File: src/inc/core_state_pkg.sv
/*
  constants for the core state register block: register addresses, status
  word bit positions, reset values, steps and the register bank stride.
  assumes an eight-bit special register space driven by the core datapath.
*/
package core_state_pkg;
  // ==========================================================
  // special register addresses
  localparam logic [7:0]  STACK_POINTER_ADDR     = 8'h81;
  localparam logic [7:0]  DATA_POINTER_LOW_ADDR  = 8'h82;
  localparam logic [7:0]  DATA_POINTER_HIGH_ADDR = 8'h83;
  localparam logic [7:0]  STATUS_WORD_ADDR       = 8'hD0;
  // ==========================================================
  // values after reset
  localparam logic [7:0]  STACK_POINTER_RST      = 8'h07;
  localparam logic [7:0]  STACK_WRITE_ADDR_RST   = 8'h08;
  localparam logic [7:0]  DATA_POINTER_BYTE_RST  = 8'h00;
  localparam logic [15:0] CODE_READ_ADDR_RST     = 16'h0000;
  localparam logic [7:0]  STATUS_WORD_RST        = 8'h00;
  localparam logic [7:0]  BANK_BASE_RST          = 8'h00;
  localparam logic [15:0] PROGRAM_COUNTER_RST    = 16'h0000;
  // ==========================================================
  // status word bit positions
  localparam int          STATUS_CARRY_BIT       = 7;
  localparam int          STATUS_NIBBLE_BIT      = 6;
  localparam int          STATUS_USER0_BIT       = 5;
  localparam int          STATUS_BANK_HI_BIT     = 4;
  localparam int          STATUS_BANK_LO_BIT     = 3;
  localparam int          STATUS_OVERFLOW_BIT    = 2;
  localparam int          STATUS_USER1_BIT       = 1;
  localparam int          STATUS_PARITY_BIT      = 0;
  // ==========================================================
  // steps and strides
  localparam logic [7:0]  BANK_STRIDE            = 8'h08;
  localparam logic [15:0] WORD_STEP              = 16'h0001;
  localparam logic [7:0]  STACK_STEP             = 8'h01;
endpackage : core_state_pkg

File: src/design/cpu_core_state_registers.sv
/*
  architectural state of the core: status word, stack pointer, data pointer
  and program counter, updated by the instruction datapath.
  assumes the datapath sends one-cycle strobes, synchronous to clk_i, and
  reads special registers combinationally through its own mux on our outputs.
*/
// Behaviour
// - two status bits select register bank base 0x00, 0x08, 0x10 or 0x18
// - user flags bits 5 and 1 store software writes only
// - stack pointer is eight bits, reset value 0x07
// - stack pointer increments before push or call stores data
// - data pointer is sixteen bits from low and high byte registers
// - data pointer loads as sixteen-bit word or per byte
// - data pointer addresses code reads indexed by accumulator and external data
// - program counter is sixteen bits, reset to 0x0000
// - program counter advances on opcode fetch and code operand read
// - program counter has no special register address
// - state registers support the generic classic instruction set semantics
`timescale 1ns/100ps
module cpu_core_state_registers (
  input  wire logic        clk_i,
  input  wire logic        sys_rst_i,
  input  wire logic        clk_en_i,
  input  wire logic [7:0]  accumulator_i,
  input  wire logic        sfr_write_i,
  input  wire logic [7:0]  sfr_addr_i,
  input  wire logic [7:0]  sfr_wdata_i,
  input  wire logic        carry_write_i,
  input  wire logic        carry_i,
  input  wire logic        nibble_carry_write_i,
  input  wire logic        nibble_carry_i,
  input  wire logic        overflow_write_i,
  input  wire logic        overflow_i,
  input  wire logic        stack_push_i,
  input  wire logic        stack_pop_i,
  input  wire logic        data_pointer_load_i,
  input  wire logic [15:0] data_pointer_wdata_i,
  input  wire logic        data_pointer_increment_i,
  input  wire logic        program_counter_step_i,
  input  wire logic        program_counter_load_i,
  input  wire logic [15:0] program_counter_target_i,
  output logic      [7:0]  program_status_word_o,
  output logic      [7:0]  stack_pointer_o,
  output logic      [7:0]  stack_write_addr_o,
  output logic      [15:0] data_pointer_o,
  output logic      [15:0] code_read_addr_o,
  output logic      [7:0]  bank_base_o,
  output logic      [15:0] program_counter_o
);

  // ==========================================================
  // decoders
  function automatic logic sfr_hit(
    input logic       we,
    input logic [7:0] addr,
    input logic [7:0] target
  );
    sfr_hit = we && (addr == target);
  endfunction : sfr_hit

  // bank base is a pure decode of the two select bits
  function automatic logic [7:0] bank_base_of(
    input logic [7:0] status
  );
    logic [1:0] sel;
    sel          = {status[core_state_pkg::STATUS_BANK_HI_BIT], status[core_state_pkg::STATUS_BANK_LO_BIT]};
    bank_base_of = core_state_pkg::BANK_STRIDE * {6'h00, sel};
  endfunction : bank_base_of

  logic status_hit;
  logic stack_hit;
  logic low_hit;
  logic high_hit;

  assign status_hit = sfr_hit(sfr_write_i, sfr_addr_i, core_state_pkg::STATUS_WORD_ADDR);
  assign stack_hit  = sfr_hit(sfr_write_i, sfr_addr_i, core_state_pkg::STACK_POINTER_ADDR);
  assign low_hit    = sfr_hit(sfr_write_i, sfr_addr_i, core_state_pkg::DATA_POINTER_LOW_ADDR);
  assign high_hit   = sfr_hit(sfr_write_i, sfr_addr_i, core_state_pkg::DATA_POINTER_HIGH_ADDR);

  // ==========================================================
  // status word and bank base
  logic [7:0]  program_status_word;
  logic [7:0]  next_program_status_word;
  logic [7:0]  bank_base;
  logic [7:0]  next_bank_base;

  always_comb begin
    next_program_status_word = program_status_word;
    // software write lands first so the alu flags of the same cycle win
    if (status_hit) begin
      next_program_status_word = sfr_wdata_i;
    end
    if (carry_write_i) begin
      next_program_status_word[core_state_pkg::STATUS_CARRY_BIT] = carry_i;
    end
    if (nibble_carry_write_i) begin
      next_program_status_word[core_state_pkg::STATUS_NIBBLE_BIT] = nibble_carry_i;
    end
    if (overflow_write_i) begin
      next_program_status_word[core_state_pkg::STATUS_OVERFLOW_BIT] = overflow_i;
    end
    // parity follows the accumulator every enabled cycle, writes to it are dropped
    next_program_status_word[core_state_pkg::STATUS_PARITY_BIT] = ^accumulator_i;
    // taken from the next value so the base never lags the select bits
    next_bank_base = bank_base_of(next_program_status_word);
  end

  always_ff @(posedge clk_i) begin
    if (sys_rst_i) begin
      program_status_word <= core_state_pkg::STATUS_WORD_RST;
      bank_base           <= core_state_pkg::BANK_BASE_RST;
    end else if (clk_en_i) begin
      program_status_word <= next_program_status_word;
      bank_base           <= next_bank_base;
    end
  end

  // ==========================================================
  // stack pointer
  logic [7:0]  stack_pointer;
  logic [7:0]  next_stack_pointer;
  logic [7:0]  stack_write_addr;
  logic [7:0]  next_stack_write_addr;

  always_comb begin
    next_stack_pointer = stack_pointer;
    if (stack_hit) begin
      next_stack_pointer = sfr_wdata_i;
    end else if (stack_push_i) begin
      next_stack_pointer = stack_pointer + core_state_pkg::STACK_STEP;
    end else if (stack_pop_i) begin
      next_stack_pointer = stack_pointer - core_state_pkg::STACK_STEP;
    end
    // follows the new pointer whatever moved it, so a push never waits a cycle
    next_stack_write_addr = next_stack_pointer + core_state_pkg::STACK_STEP;
  end

  always_ff @(posedge clk_i) begin
    if (sys_rst_i) begin
      stack_pointer    <= core_state_pkg::STACK_POINTER_RST;
      stack_write_addr <= core_state_pkg::STACK_WRITE_ADDR_RST;
    end else if (clk_en_i) begin
      stack_pointer    <= next_stack_pointer;
      stack_write_addr <= next_stack_write_addr;
    end
  end

  // ==========================================================
  // data pointer and code read address
  logic [7:0]  data_pointer_low;
  logic [7:0]  data_pointer_high;
  logic [7:0]  next_data_pointer_low;
  logic [7:0]  next_data_pointer_high;
  logic [15:0] code_read_addr;
  logic [15:0] next_code_read_addr;

  always_comb begin
    logic [15:0] pointer_now;
    pointer_now            = {data_pointer_high, data_pointer_low};
    next_data_pointer_low  = data_pointer_low;
    next_data_pointer_high = data_pointer_high;
    if (data_pointer_load_i) begin
      next_data_pointer_low  = data_pointer_wdata_i[7:0];
      next_data_pointer_high = data_pointer_wdata_i[15:8];
    end else if (data_pointer_increment_i) begin
      {next_data_pointer_high, next_data_pointer_low} = pointer_now + core_state_pkg::WORD_STEP;
    end
    // byte writes outrank the word load, as the store order asks
    if (low_hit) begin
      next_data_pointer_low = sfr_wdata_i;
    end
    if (high_hit) begin
      next_data_pointer_high = sfr_wdata_i;
    end
    // sum wraps at the top of code space, no carry out is kept
    next_code_read_addr = {next_data_pointer_high, next_data_pointer_low} + {8'h00, accumulator_i};
  end

  always_ff @(posedge clk_i) begin
    if (sys_rst_i) begin
      data_pointer_low  <= core_state_pkg::DATA_POINTER_BYTE_RST;
      data_pointer_high <= core_state_pkg::DATA_POINTER_BYTE_RST;
      code_read_addr    <= core_state_pkg::CODE_READ_ADDR_RST;
    end else if (clk_en_i) begin
      data_pointer_low  <= next_data_pointer_low;
      data_pointer_high <= next_data_pointer_high;
      code_read_addr    <= next_code_read_addr;
    end
  end

  // ==========================================================
  // program counter
  logic [15:0] program_counter;
  logic [15:0] next_program_counter;

  always_comb begin
    next_program_counter = program_counter;
    // no special register decode here: only control flow moves it
    if (program_counter_load_i) begin
      next_program_counter = program_counter_target_i;
    end else if (program_counter_step_i) begin
      next_program_counter = program_counter + core_state_pkg::WORD_STEP;
    end
  end

  always_ff @(posedge clk_i) begin
    if (sys_rst_i) begin
      program_counter <= core_state_pkg::PROGRAM_COUNTER_RST;
    end else if (clk_en_i) begin
      program_counter <= next_program_counter;
    end
  end

  // ==========================================================
  // outputs

  assign program_status_word_o = program_status_word;
  assign stack_pointer_o       = stack_pointer;
  assign stack_write_addr_o    = stack_write_addr;
  assign data_pointer_o        = {data_pointer_high, data_pointer_low};
  assign code_read_addr_o      = code_read_addr;
  assign bank_base_o           = bank_base;
  assign program_counter_o     = program_counter;

endmodule : cpu_core_state_registers

File: config.mk
export PLATFORM = sky130hd
export DESIGN_NAME = cpu_core_state_registers
export DESIGN_NICKNAME = d
export VERILOG_FILES = /design/src/inc/core_state_pkg.sv /design/src/design/cpu_core_state_registers.sv
export SDC_FILE = /design/constraint.sdc
export NUM_CORES = 1
export LEC_CHECK = 0
export BUFFER_PORTS_ARGS = -buffer_cell sky130_fd_sc_hd__buf_2
export CORE_AREA = 2 2 144 146
export DETAILED_ROUTE_END_ITERATION = 12
export DIE_AREA = 0 0 146 148
export GPL_TIMING_DRIVEN = 0
export PLACE_DENSITY = 0.46
export SYNTH_ARGS = -nofsm -noshare
export SYNTH_HDL_FRONTEND = slang
export SYNTH_SLANG_ARGS = --single-unit
File: constraint.sdc
create_clock -name clk_i -period 4.9 [get_ports clk_i]
set_clock_uncertainty 0.15 [all_clocks]
set_input_delay 0.735 -clock clk_i [delete_from_list [all_inputs] [get_ports clk_i]]
set_output_delay 0.735 -clock clk_i [all_outputs]
set_load 0.01 [all_outputs]
==> metrics.txt, run 1 <==
# TYPE chip_impl_metric gauge
chip_impl_metric{name="timing.max_cap.violations",unit=""} 0
chip_impl_metric{name="share_of_async_settable_or_async_resettable_flops_after_synthesis",unit="%"} 0
chip_impl_metric{name="ys_seq_elements",unit=""} 72
chip_impl_info{name="rsz0062_at_grt",value="false"} 1
chip_impl_metric{name="drt_pass1_iterations",unit=""} 5
chip_impl_metric{name="core",unit="sq um"} 20000
chip_impl_info{name="synth_top_family_by_area",value="simple AND/OR/NAND/NOR gates"} 1
chip_impl_metric{name="layout.nets",unit=""} 860
chip_impl_metric{name="netlist-cell-type-count",unit=""} 61
chip_impl_metric{name="layout_filler_cell_count",unit=""} 2266
chip_impl_metric{name="placement_rows",unit=""} 52
chip_impl_metric{name="detail-route-antenna-nets",unit=""} 0
chip_impl_info{name="status",value="finished, final reports clean"} 1
chip_impl_metric{name="cts.sink_count",unit=""} 72
chip_impl_metric{name="post_synth_xor_area_fraction",unit="%"} 5.54
chip_impl_info{name="worst_path_cell_with_the_longest_stage_delay",value="a2111oi_2"} 1
chip_impl_metric{name="synthToLayoutAreaGrowth",unit="%"} 28.6
chip_impl_metric{name="grt_antenna_before_repair",unit=""} 0
chip_impl_metric{name="grt_start_max_net_pins",unit=""} 12
chip_impl_metric{name="grt_pass1_wl",unit="microns"} 27700
chip_impl_metric{name="post_route_fraction_of_the_period_consumed_by_the_critical_path",unit="%"} 92.8
chip_impl_metric{name="ctsLongestPathBuffers",unit=""} 2
chip_impl_metric{name="register_area",unit="sq um"} 1440
chip_impl_metric{name="fin_crit",unit="ns"} 4.55
chip_impl_metric{name="placement.io_buffers",unit=""} 142
chip_impl_metric{name="actual_slew_at_the_worst_max_slew_pin",unit="ns"} 0.845
chip_impl_metric{name="mappedNetlistArea",unit="sq um"} 4740
chip_impl_info{name="critical-path-top-cell-by-count",value="nor2_1"} 1
chip_impl_info{name="ctsRootBufferMaster",value="clkbuf_16"} 1
chip_impl_metric{name="drt-wirelength-per-cell",unit="microns"} 17.3
chip_impl_metric{name="maxSlewViolCount",unit=""} 0
chip_impl_metric{name="instances_no_fill",unit=""} 1048
chip_impl_metric{name="worstSkewPairLatency",unit="ns"} 0.34
chip_impl_metric{name="dr.first_iter.drc_count",unit=""} 276
chip_impl_metric{name="synth_area_per_cell",unit="sq um"} 7.71
chip_impl_metric{name="wirelength",unit="microns"} 18100
chip_impl_info{name="synth-main-ff-cell",value="dfxtp_1"} 1
chip_impl_metric{name="synthSimpleGateAreaFrac",unit="%"} 25.5
chip_impl_info{name="mostFrequentLayoutCells",value="144 x buf_2, 93 x nor2_1, 72 x dfxtp_1"} 1
chip_impl_metric{name="remaining_drc_errors",unit=""} 0
chip_impl_info{name="worst-setup-path-type",value="in2reg"} 1
chip_impl_metric{name="viasPerCell",unit=""} 4.84
chip_impl_metric{name="share_of_cells_above_drive_strength_1",unit="%"} 23.0
chip_impl_metric{name="dp_cells",unit=""} 1032
chip_impl_metric{name="die_h",unit="microns"} 148
chip_impl_metric{name="fp.dieW",unit="microns"} 146
chip_impl_metric{name="insertedDiodeCount",unit=""} 0
chip_impl_metric{name="final_core_util",unit="%"} 30.4
chip_impl_metric{name="timing.final.hold_violations",unit=""} 0
chip_impl_metric{name="groute.usage.overall",unit="%"} 16.6
chip_impl_metric{name="post-dp-hpwl",unit="microns"} 13900
chip_impl_metric{name="fmax",unit="MHz"} 220
chip_impl_metric{name="critPathArrivalTime",unit="ns"} 4.63
chip_impl_metric{name="setup_total_negative_slack",unit="ns"} 0
chip_impl_info{name="tritoncts_clock_tree",value="done"} 1
chip_impl_metric{name="synth.yosys.warnings",unit=""} 0
chip_impl_metric{name="clk_transition_reported_paths",unit="ns"} 0.06
chip_impl_metric{name="worst_path_largest_cell_delay",unit="ns"} 0.57
chip_impl_metric{name="hold_buffers",unit=""} 0
chip_impl_info{name="critPathLaunchType",value="input port"} 1
chip_impl_metric{name="footprint_of_the_multi_input_gates",unit="sq um"} 3050
chip_impl_metric{name="yosys.area_share.adder",unit="%"} 4.12
chip_impl_metric{name="p_leak",unit="nW"} 2.68
chip_impl_info{name="layout.cells.most_common",value="buf_2"} 1
chip_impl_metric{name="slew_headroom",unit="%"} 43.7
chip_impl_metric{name="place_congestion",unit=""} 0.833
chip_impl_metric{name="setup_viol",unit=""} 0
chip_impl_metric{name="effective_utilization_at_floorplan",unit="%"} 23.7
chip_impl_metric{name="routed-via-count",unit=""} 5069
chip_impl_metric{name="synth_compound_gate_area_share",unit="%"} 22.8
chip_impl_metric{name="design.portCount",unit=""} 152
chip_impl_metric{name="cts_buffers",unit=""} 9
chip_impl_info{name="critical_path_capture_point_type",value="flop"} 1
chip_impl_metric{name="globalRouteOverflowTotal",unit=""} 0
chip_impl_info{name="timing.hold.worst.class",value="reg2reg"} 1
chip_impl_metric{name="critPathMaxFanout",unit=""} 10
chip_impl_metric{name="worst_hold_slack",unit="ns"} 0.310
chip_impl_metric{name="synthMuxAreaShare",unit="%"} 5.75
chip_impl_metric{name="cellPowerDensity",unit="nW/um^2"} 286
chip_impl_metric{name="synthesis.instances",unit=""} 615
chip_impl_metric{name="cts_post_setup_buffers_inserted",unit=""} 0
chip_impl_metric{name="ys_seq_area_share",unit="%"} 30.4
chip_impl_metric{name="synth-edff-count",unit=""} 0
chip_impl_metric{name="fp.dieArea",unit="sq um"} 21600
chip_impl_metric{name="worstPathRequired",unit="ns"} 4.98
chip_impl_metric{name="cts.htree.levels",unit=""} 3
chip_impl_metric{name="vdd.ir_drop.worst",unit="V"} 0.000162
chip_impl_metric{name="grt_pass1_vias",unit=""} 4723
chip_impl_metric{name="power.total",unit="mW"} 1.74
chip_impl_info{name="worst_path_cell_chain",value="buf_2, and4bb_1, nand4_1, nor2_1, clkbuf_1, o21ai_0, ha_1, fa_1, a21o_1, a21oi_1, o21bai_1, a2111oi_2, nor2_1, nor4b_1, a311o_1"} 1
==> cell families (layout without fill, tap and decap cells) <==
logic type / count (synthesis) / in the layout
compound gates: 165 / 165
xor+xnor: 30 / 30
fa+ha+maj: 15 / 15
buf+inv: 62 / 220
flops: 72 / 72
mux: 27 / 27
other cells: 1 / 6
simple gates: 243 / 243
==> power by group <==
group          total (mW)  internal [mW]  switching [mW]
combinational       0.411          0.168           0.243
sequential          0.675          0.629          0.0465
clock               0.659          0.393           0.266
total                1.74           1.19           0.555
==> worst paths after layout <==
| kind | startpoint | endpoint | slack (ns) | cells past startpoint |
|---|---|---|---|---|
| setup / recovery | sfr_addr_i[5] | code_read_addr_o[12] | 0.35 | 15 |
| hold / removal | code_read_addr_o[9] | code_read_addr_o[9] | 0.31 | 2 |
| setup reg to reg | data_pointer_low[0] | code_read_addr_o[12] | 1.08 | 16 |
| hold reg to reg | code_read_addr_o[9] | code_read_addr_o[9] | 0.31 | 2 |
==> registers in the layout, indices dropped and copies added, names as in the netlist <==
signal / cells
code_read_addr_o: 16
stack_write_addr_o: 8
data_pointer_low: 8
data_pointer_high: 8
program_status_word_o: 8
program_counter_o: 16
stack_pointer_o: 8
==> stage by stage <==
step                      area [sq um]  setup WS, ns
after floorplan                   4760         0.704
after global placement            5810        -0.317
after detailed placement          5810        -0.397
after CTS                         6090         0.146
after global routing              6100         0.137
final                             6100         0.351
==> critical path: cells and delay by family <==
kind / cells / cell delay (ns)
buffers and inverters: 2 / 0.48
adders and majority gates: 2 / 0.68
and+or+nand+nor: 5 / 1.08
AOI/OAI and AO/OA: 6 / 1.63
==> synth_stat cells, drive strengths merged, types with 3 or more instances <==
library cell  count  area [sq um]
a211oi           29           218
a21o              9          67.6
a21oi            51           255
a22oi             6          60.1
a311o             4          40.0
a31oi             7          43.8
and2              5          31.3
and3              8          50.1
and4              7          61.3
buf              15           100
clkbuf           31           116
dfxtp            72          1440
ha               14           175
inv              15          56.3
mux2i            25           250
nand2            37           139
nand2b           11          68.8
nand3            17          90.1
nand4            11          68.8
nor2             93           349
nor2b             5          31.3
nor3             18          90.1
nor4             12          81.3
o211ai            3          22.5
o21ai            24           120
o22ai             6          37.5
o31a              4          35.0
o31ai             7          52.6
or3               6          37.5
xnor2            19           166
xor2             11          96.3
==> area by class of cell <==
class | instances | area share (%)
sequential | 72 | 23.6
buffer | 46 | 3.59
tap | 270 | 5.54
multi-input combinational | 486 | 50.0
clock buffer | 12 | 3.88
inverter | 16 | 0.985
clock inverter | 4 | 0.738
timing repair buffer | 142 | 11.7
==> timing repair <==
action | in CTS | in global routing
cloned | 0 | 0
pin swaps | 0 | 0
endpoints found under the setup margin | 2 | 4
resized for setup | 1 | 4
==> routing by layer <==
layer	vias to the layer above	track usage, %	share of wire (%)
met2	145	26.0	45
met1	2364	23.6	49
met4	0	3.16	1.2
met5	-	0	0
li1	2545	-	-
met3	15	3.64	5.3
No activity file was read; power rests on OpenSTA's default activity.
==> run 2: changes to the inputs <==
--- a/config.mk
+++ b/config.mk
@@ -6,11 +6,12 @@
 export NUM_CORES = 1
 export LEC_CHECK = 0
 export BUFFER_PORTS_ARGS = -buffer_cell sky130_fd_sc_hd__buf_2
-export CORE_AREA = 2 2 144 146
+export CORE_AREA = 2 2 112 114
 export DETAILED_ROUTE_END_ITERATION = 12
-export DIE_AREA = 0 0 146 148
+export DIE_AREA = 0 0 114 116
 export GPL_TIMING_DRIVEN = 0
-export PLACE_DENSITY = 0.46
+export PLACE_DENSITY = 0.68
+export SETUP_SLACK_MARGIN = 0.5
 export SYNTH_ARGS = -nofsm -noshare
 export SYNTH_HDL_FRONTEND = slang
 export SYNTH_SLANG_ARGS = --single-unit
==> run 2 against run 1 <==
  * Count of clock-buffer cells in the layout shrank 2
  * Global-route usage up 7.8 points
  * Critical path type unchanged
  * Design area shrank 1.3%
  * Sequential cell count unchanged
  * Via count rose by 4.3%
  * Worst setup slack better by 0.38 ns
==> metrics.txt, run 2 (synthesis results as in run 1) <==
# TYPE chip_impl_metric gauge
chip_impl_metric{name="path_buf_inv",unit=""} 4
chip_impl_info{name="worst-setup-path-type",value="in2reg"} 1
chip_impl_metric{name="wirelength",unit="microns"} 16300
chip_impl_metric{name="critPathMaxFanout",unit=""} 10
chip_impl_metric{name="dr.first_iter.drc_count",unit=""} 364
chip_impl_info{name="worst_path_cell_with_the_longest_stage_delay",value="a2111oi_4"} 1
chip_impl_metric{name="actual_slew_at_the_worst_max_slew_pin",unit="ns"} 0.863
chip_impl_metric{name="setup_viol",unit=""} 0
chip_impl_metric{name="pre_cts_ws",unit="ns"} -0.346
chip_impl_info{name="status",value="finished, final reports clean"} 1
chip_impl_metric{name="clk_transition_reported_paths",unit="ns"} 0.06
chip_impl_metric{name="groute.usage.overall",unit="%"} 24.4
chip_impl_metric{name="design.portCount",unit=""} 152
chip_impl_metric{name="slew_headroom",unit="%"} 42.4
chip_impl_metric{name="placement.io_buffers",unit=""} 142
chip_impl_info{name="critical_path_capture_point_type",value="flop"} 1
chip_impl_metric{name="fp.dieArea",unit="sq um"} 13200
chip_impl_metric{name="fmax",unit="MHz"} 240
chip_impl_metric{name="timing.final.hold_violations",unit=""} 0
chip_impl_metric{name="share_of_cells_above_drive_strength_1",unit="%"} 23.8
chip_impl_metric{name="register_area",unit="sq um"} 1440
chip_impl_metric{name="final_design_area_no_fill",unit="sq um"} 6020
chip_impl_metric{name="routed-via-count",unit=""} 5287
chip_impl_metric{name="maxSlewViolCount",unit=""} 0
chip_impl_metric{name="worstPathRequired",unit="ns"} 4.98
chip_impl_metric{name="cts.htree.levels",unit=""} 3
chip_impl_info{name="cp_top_family",value="compound AO/OA/AOI/OAI gates"} 1
chip_impl_metric{name="critPathArrivalTime",unit="ns"} 4.25
chip_impl_info{name="ctsRootBufferMaster",value="clkbuf_16"} 1
chip_impl_metric{name="cellPowerDensity",unit="nW/um^2"} 302
chip_impl_metric{name="cts_buffers",unit=""} 9
chip_impl_metric{name="placement.cell_area",unit="sq um"} 5660
chip_impl_metric{name="grt_pass1_vias",unit=""} 5015
chip_impl_metric{name="worst_path_largest_cell_delay",unit="ns"} 0.44
chip_impl_metric{name="core",unit="sq um"} 11900
chip_impl_metric{name="drt-wirelength-per-cell",unit="microns"} 17.6
chip_impl_metric{name="vdd.ir_drop.worst",unit="V"} 0.000190
chip_impl_metric{name="fp.dieW",unit="microns"} 114
chip_impl_info{name="tritoncts_clock_tree",value="done"} 1
chip_impl_info{name="timing.hold.worst.class",value="reg2reg"} 1
chip_impl_metric{name="layout.nets",unit=""} 860
chip_impl_metric{name="grt_start_max_net_pins",unit=""} 14
chip_impl_metric{name="place_congestion",unit=""} 0.892
chip_impl_metric{name="final_core_util",unit="%"} 50.5
chip_impl_metric{name="detail-route-antenna-nets",unit=""} 0
chip_impl_metric{name="effective_utilization_at_floorplan",unit="%"} 39.8
chip_impl_metric{name="globalRouteOverflowTotal",unit=""} 0
chip_impl_metric{name="dp_cells",unit=""} 909
chip_impl_metric{name="synthToLayoutAreaGrowth",unit="%"} 26.9
chip_impl_metric{name="ctsLongestPathBuffers",unit=""} 2
chip_impl_metric{name="layout_filler_cell_count",unit=""} 1176
chip_impl_info{name="mostFrequentLayoutCells",value="144 x buf_2, 93 x nor2_1, 72 x dfxtp_1"} 1
chip_impl_metric{name="instances_no_fill",unit=""} 925
chip_impl_metric{name="hold_buffers",unit=""} 0
chip_impl_info{name="worst_path_cell_chain",value="buf_2, clkbuf_1, clkbuf_2, clkbuf_2, a21oi_1, o21ai_0, ha_1, fa_1, a21o_1, a21oi_1, o21bai_1, a2111oi_4, nor2_1, nor4b_1, a311o_1"} 1
chip_impl_info{name="rsz0062_at_grt",value="false"} 1
chip_impl_metric{name="fin_crit",unit="ns"} 4.17
chip_impl_metric{name="worstSkewPairLatency",unit="ns"} 0.34
chip_impl_metric{name="remaining_drc_errors",unit=""} 0
chip_impl_metric{name="placement_rows",unit=""} 40
chip_impl_metric{name="die_h",unit="microns"} 116
chip_impl_metric{name="post-dp-hpwl",unit="microns"} 12400
chip_impl_metric{name="grt_antenna_before_repair",unit=""} 0
chip_impl_info{name="critPathLaunchType",value="input port"} 1
chip_impl_metric{name="p_leak",unit="nW"} 2.70
chip_impl_metric{name="viasPerCell",unit=""} 5.72
chip_impl_metric{name="final.setup.worst_slack",unit="ns"} 0.727
chip_impl_metric{name="post_route_fraction_of_the_period_consumed_by_the_critical_path",unit="%"} 85.2
chip_impl_metric{name="footprint_of_the_multi_input_gates",unit="sq um"} 3070
chip_impl_metric{name="grt_pass1_wl",unit="microns"} 25300
chip_impl_metric{name="drt_pass1_iterations",unit=""} 5
chip_impl_metric{name="cts.sink_count",unit=""} 72
chip_impl_info{name="layout.cells.most_common",value="buf_2"} 1
chip_impl_metric{name="insertedDiodeCount",unit=""} 0
chip_impl_metric{name="timing.max_cap.violations",unit=""} 0
==> run 2: final cells by class <==
cell class	count	area share (%)
Clock inverter	6	1.50
Timing Repair Buffer	142	11.8
Multi-Input combinational cell	486	51.1
Sequential cell	72	24.0
Clock buffer	10	3.97
Buffer	46	3.66
Inverter	16	0.998
Tap cell	147	3.06
==> run 2: where the power goes <==
group	switching (mW)	internal (mW)
clock network	0.269	0.462
registers	0.0470	0.629
logic	0.240	0.170
==> run 2: layer usage <==
metal	global-route usage (%)	part of all wire, %	up-vias
met5	0	0	-
met4	9.02	2.1	0
met3	5.23	7.3	28
met2	40.8	47	217
met1	31.1	44	2500
li1	-	-	2542
==> run 2: path summary, 6_finish.rpt <==
path                            start                    to  depth (start not counted)  slack (ns)
hold / removal    code_read_addr_o[9]   code_read_addr_o[9]                          2        0.32
hold reg to reg   code_read_addr_o[9]   code_read_addr_o[9]                          2        0.32
setup reg to reg  data_pointer_low[1]  code_read_addr_o[12]                         13        1.07
setup / recovery  data_pointer_load_i  code_read_addr_o[12]                         15        0.73
==> run 2: metrics by stage <==
step                total power [mW]  setup TNS [ns]  hold WS (ns)
global placement                1.08          -0.709         0.299
global route                    1.90               0         0.339
floorplan                      0.928               0         0.336
detailed placement              1.08          -0.828         0.302
finish                          1.82               0         0.320
CTS                             1.82               0         0.325
==> run 2: worst min-delay path: cells and delay by family (launching register included) <==
| family | cells | cell delay (ns) |
|---|---|---|
| DFF | 1 | 0.31 |
| and+or+nand+nor | 1 | 0.06 |
| AOI/OAI and AO/OA | 1 | 0.05 |
==> run 2: timing repair <==
item	in CTS	in global routing
gates resized for setup	3	7
setup endpoints to repair	6	8
setup buffers	0	0
pin swaps	0	1
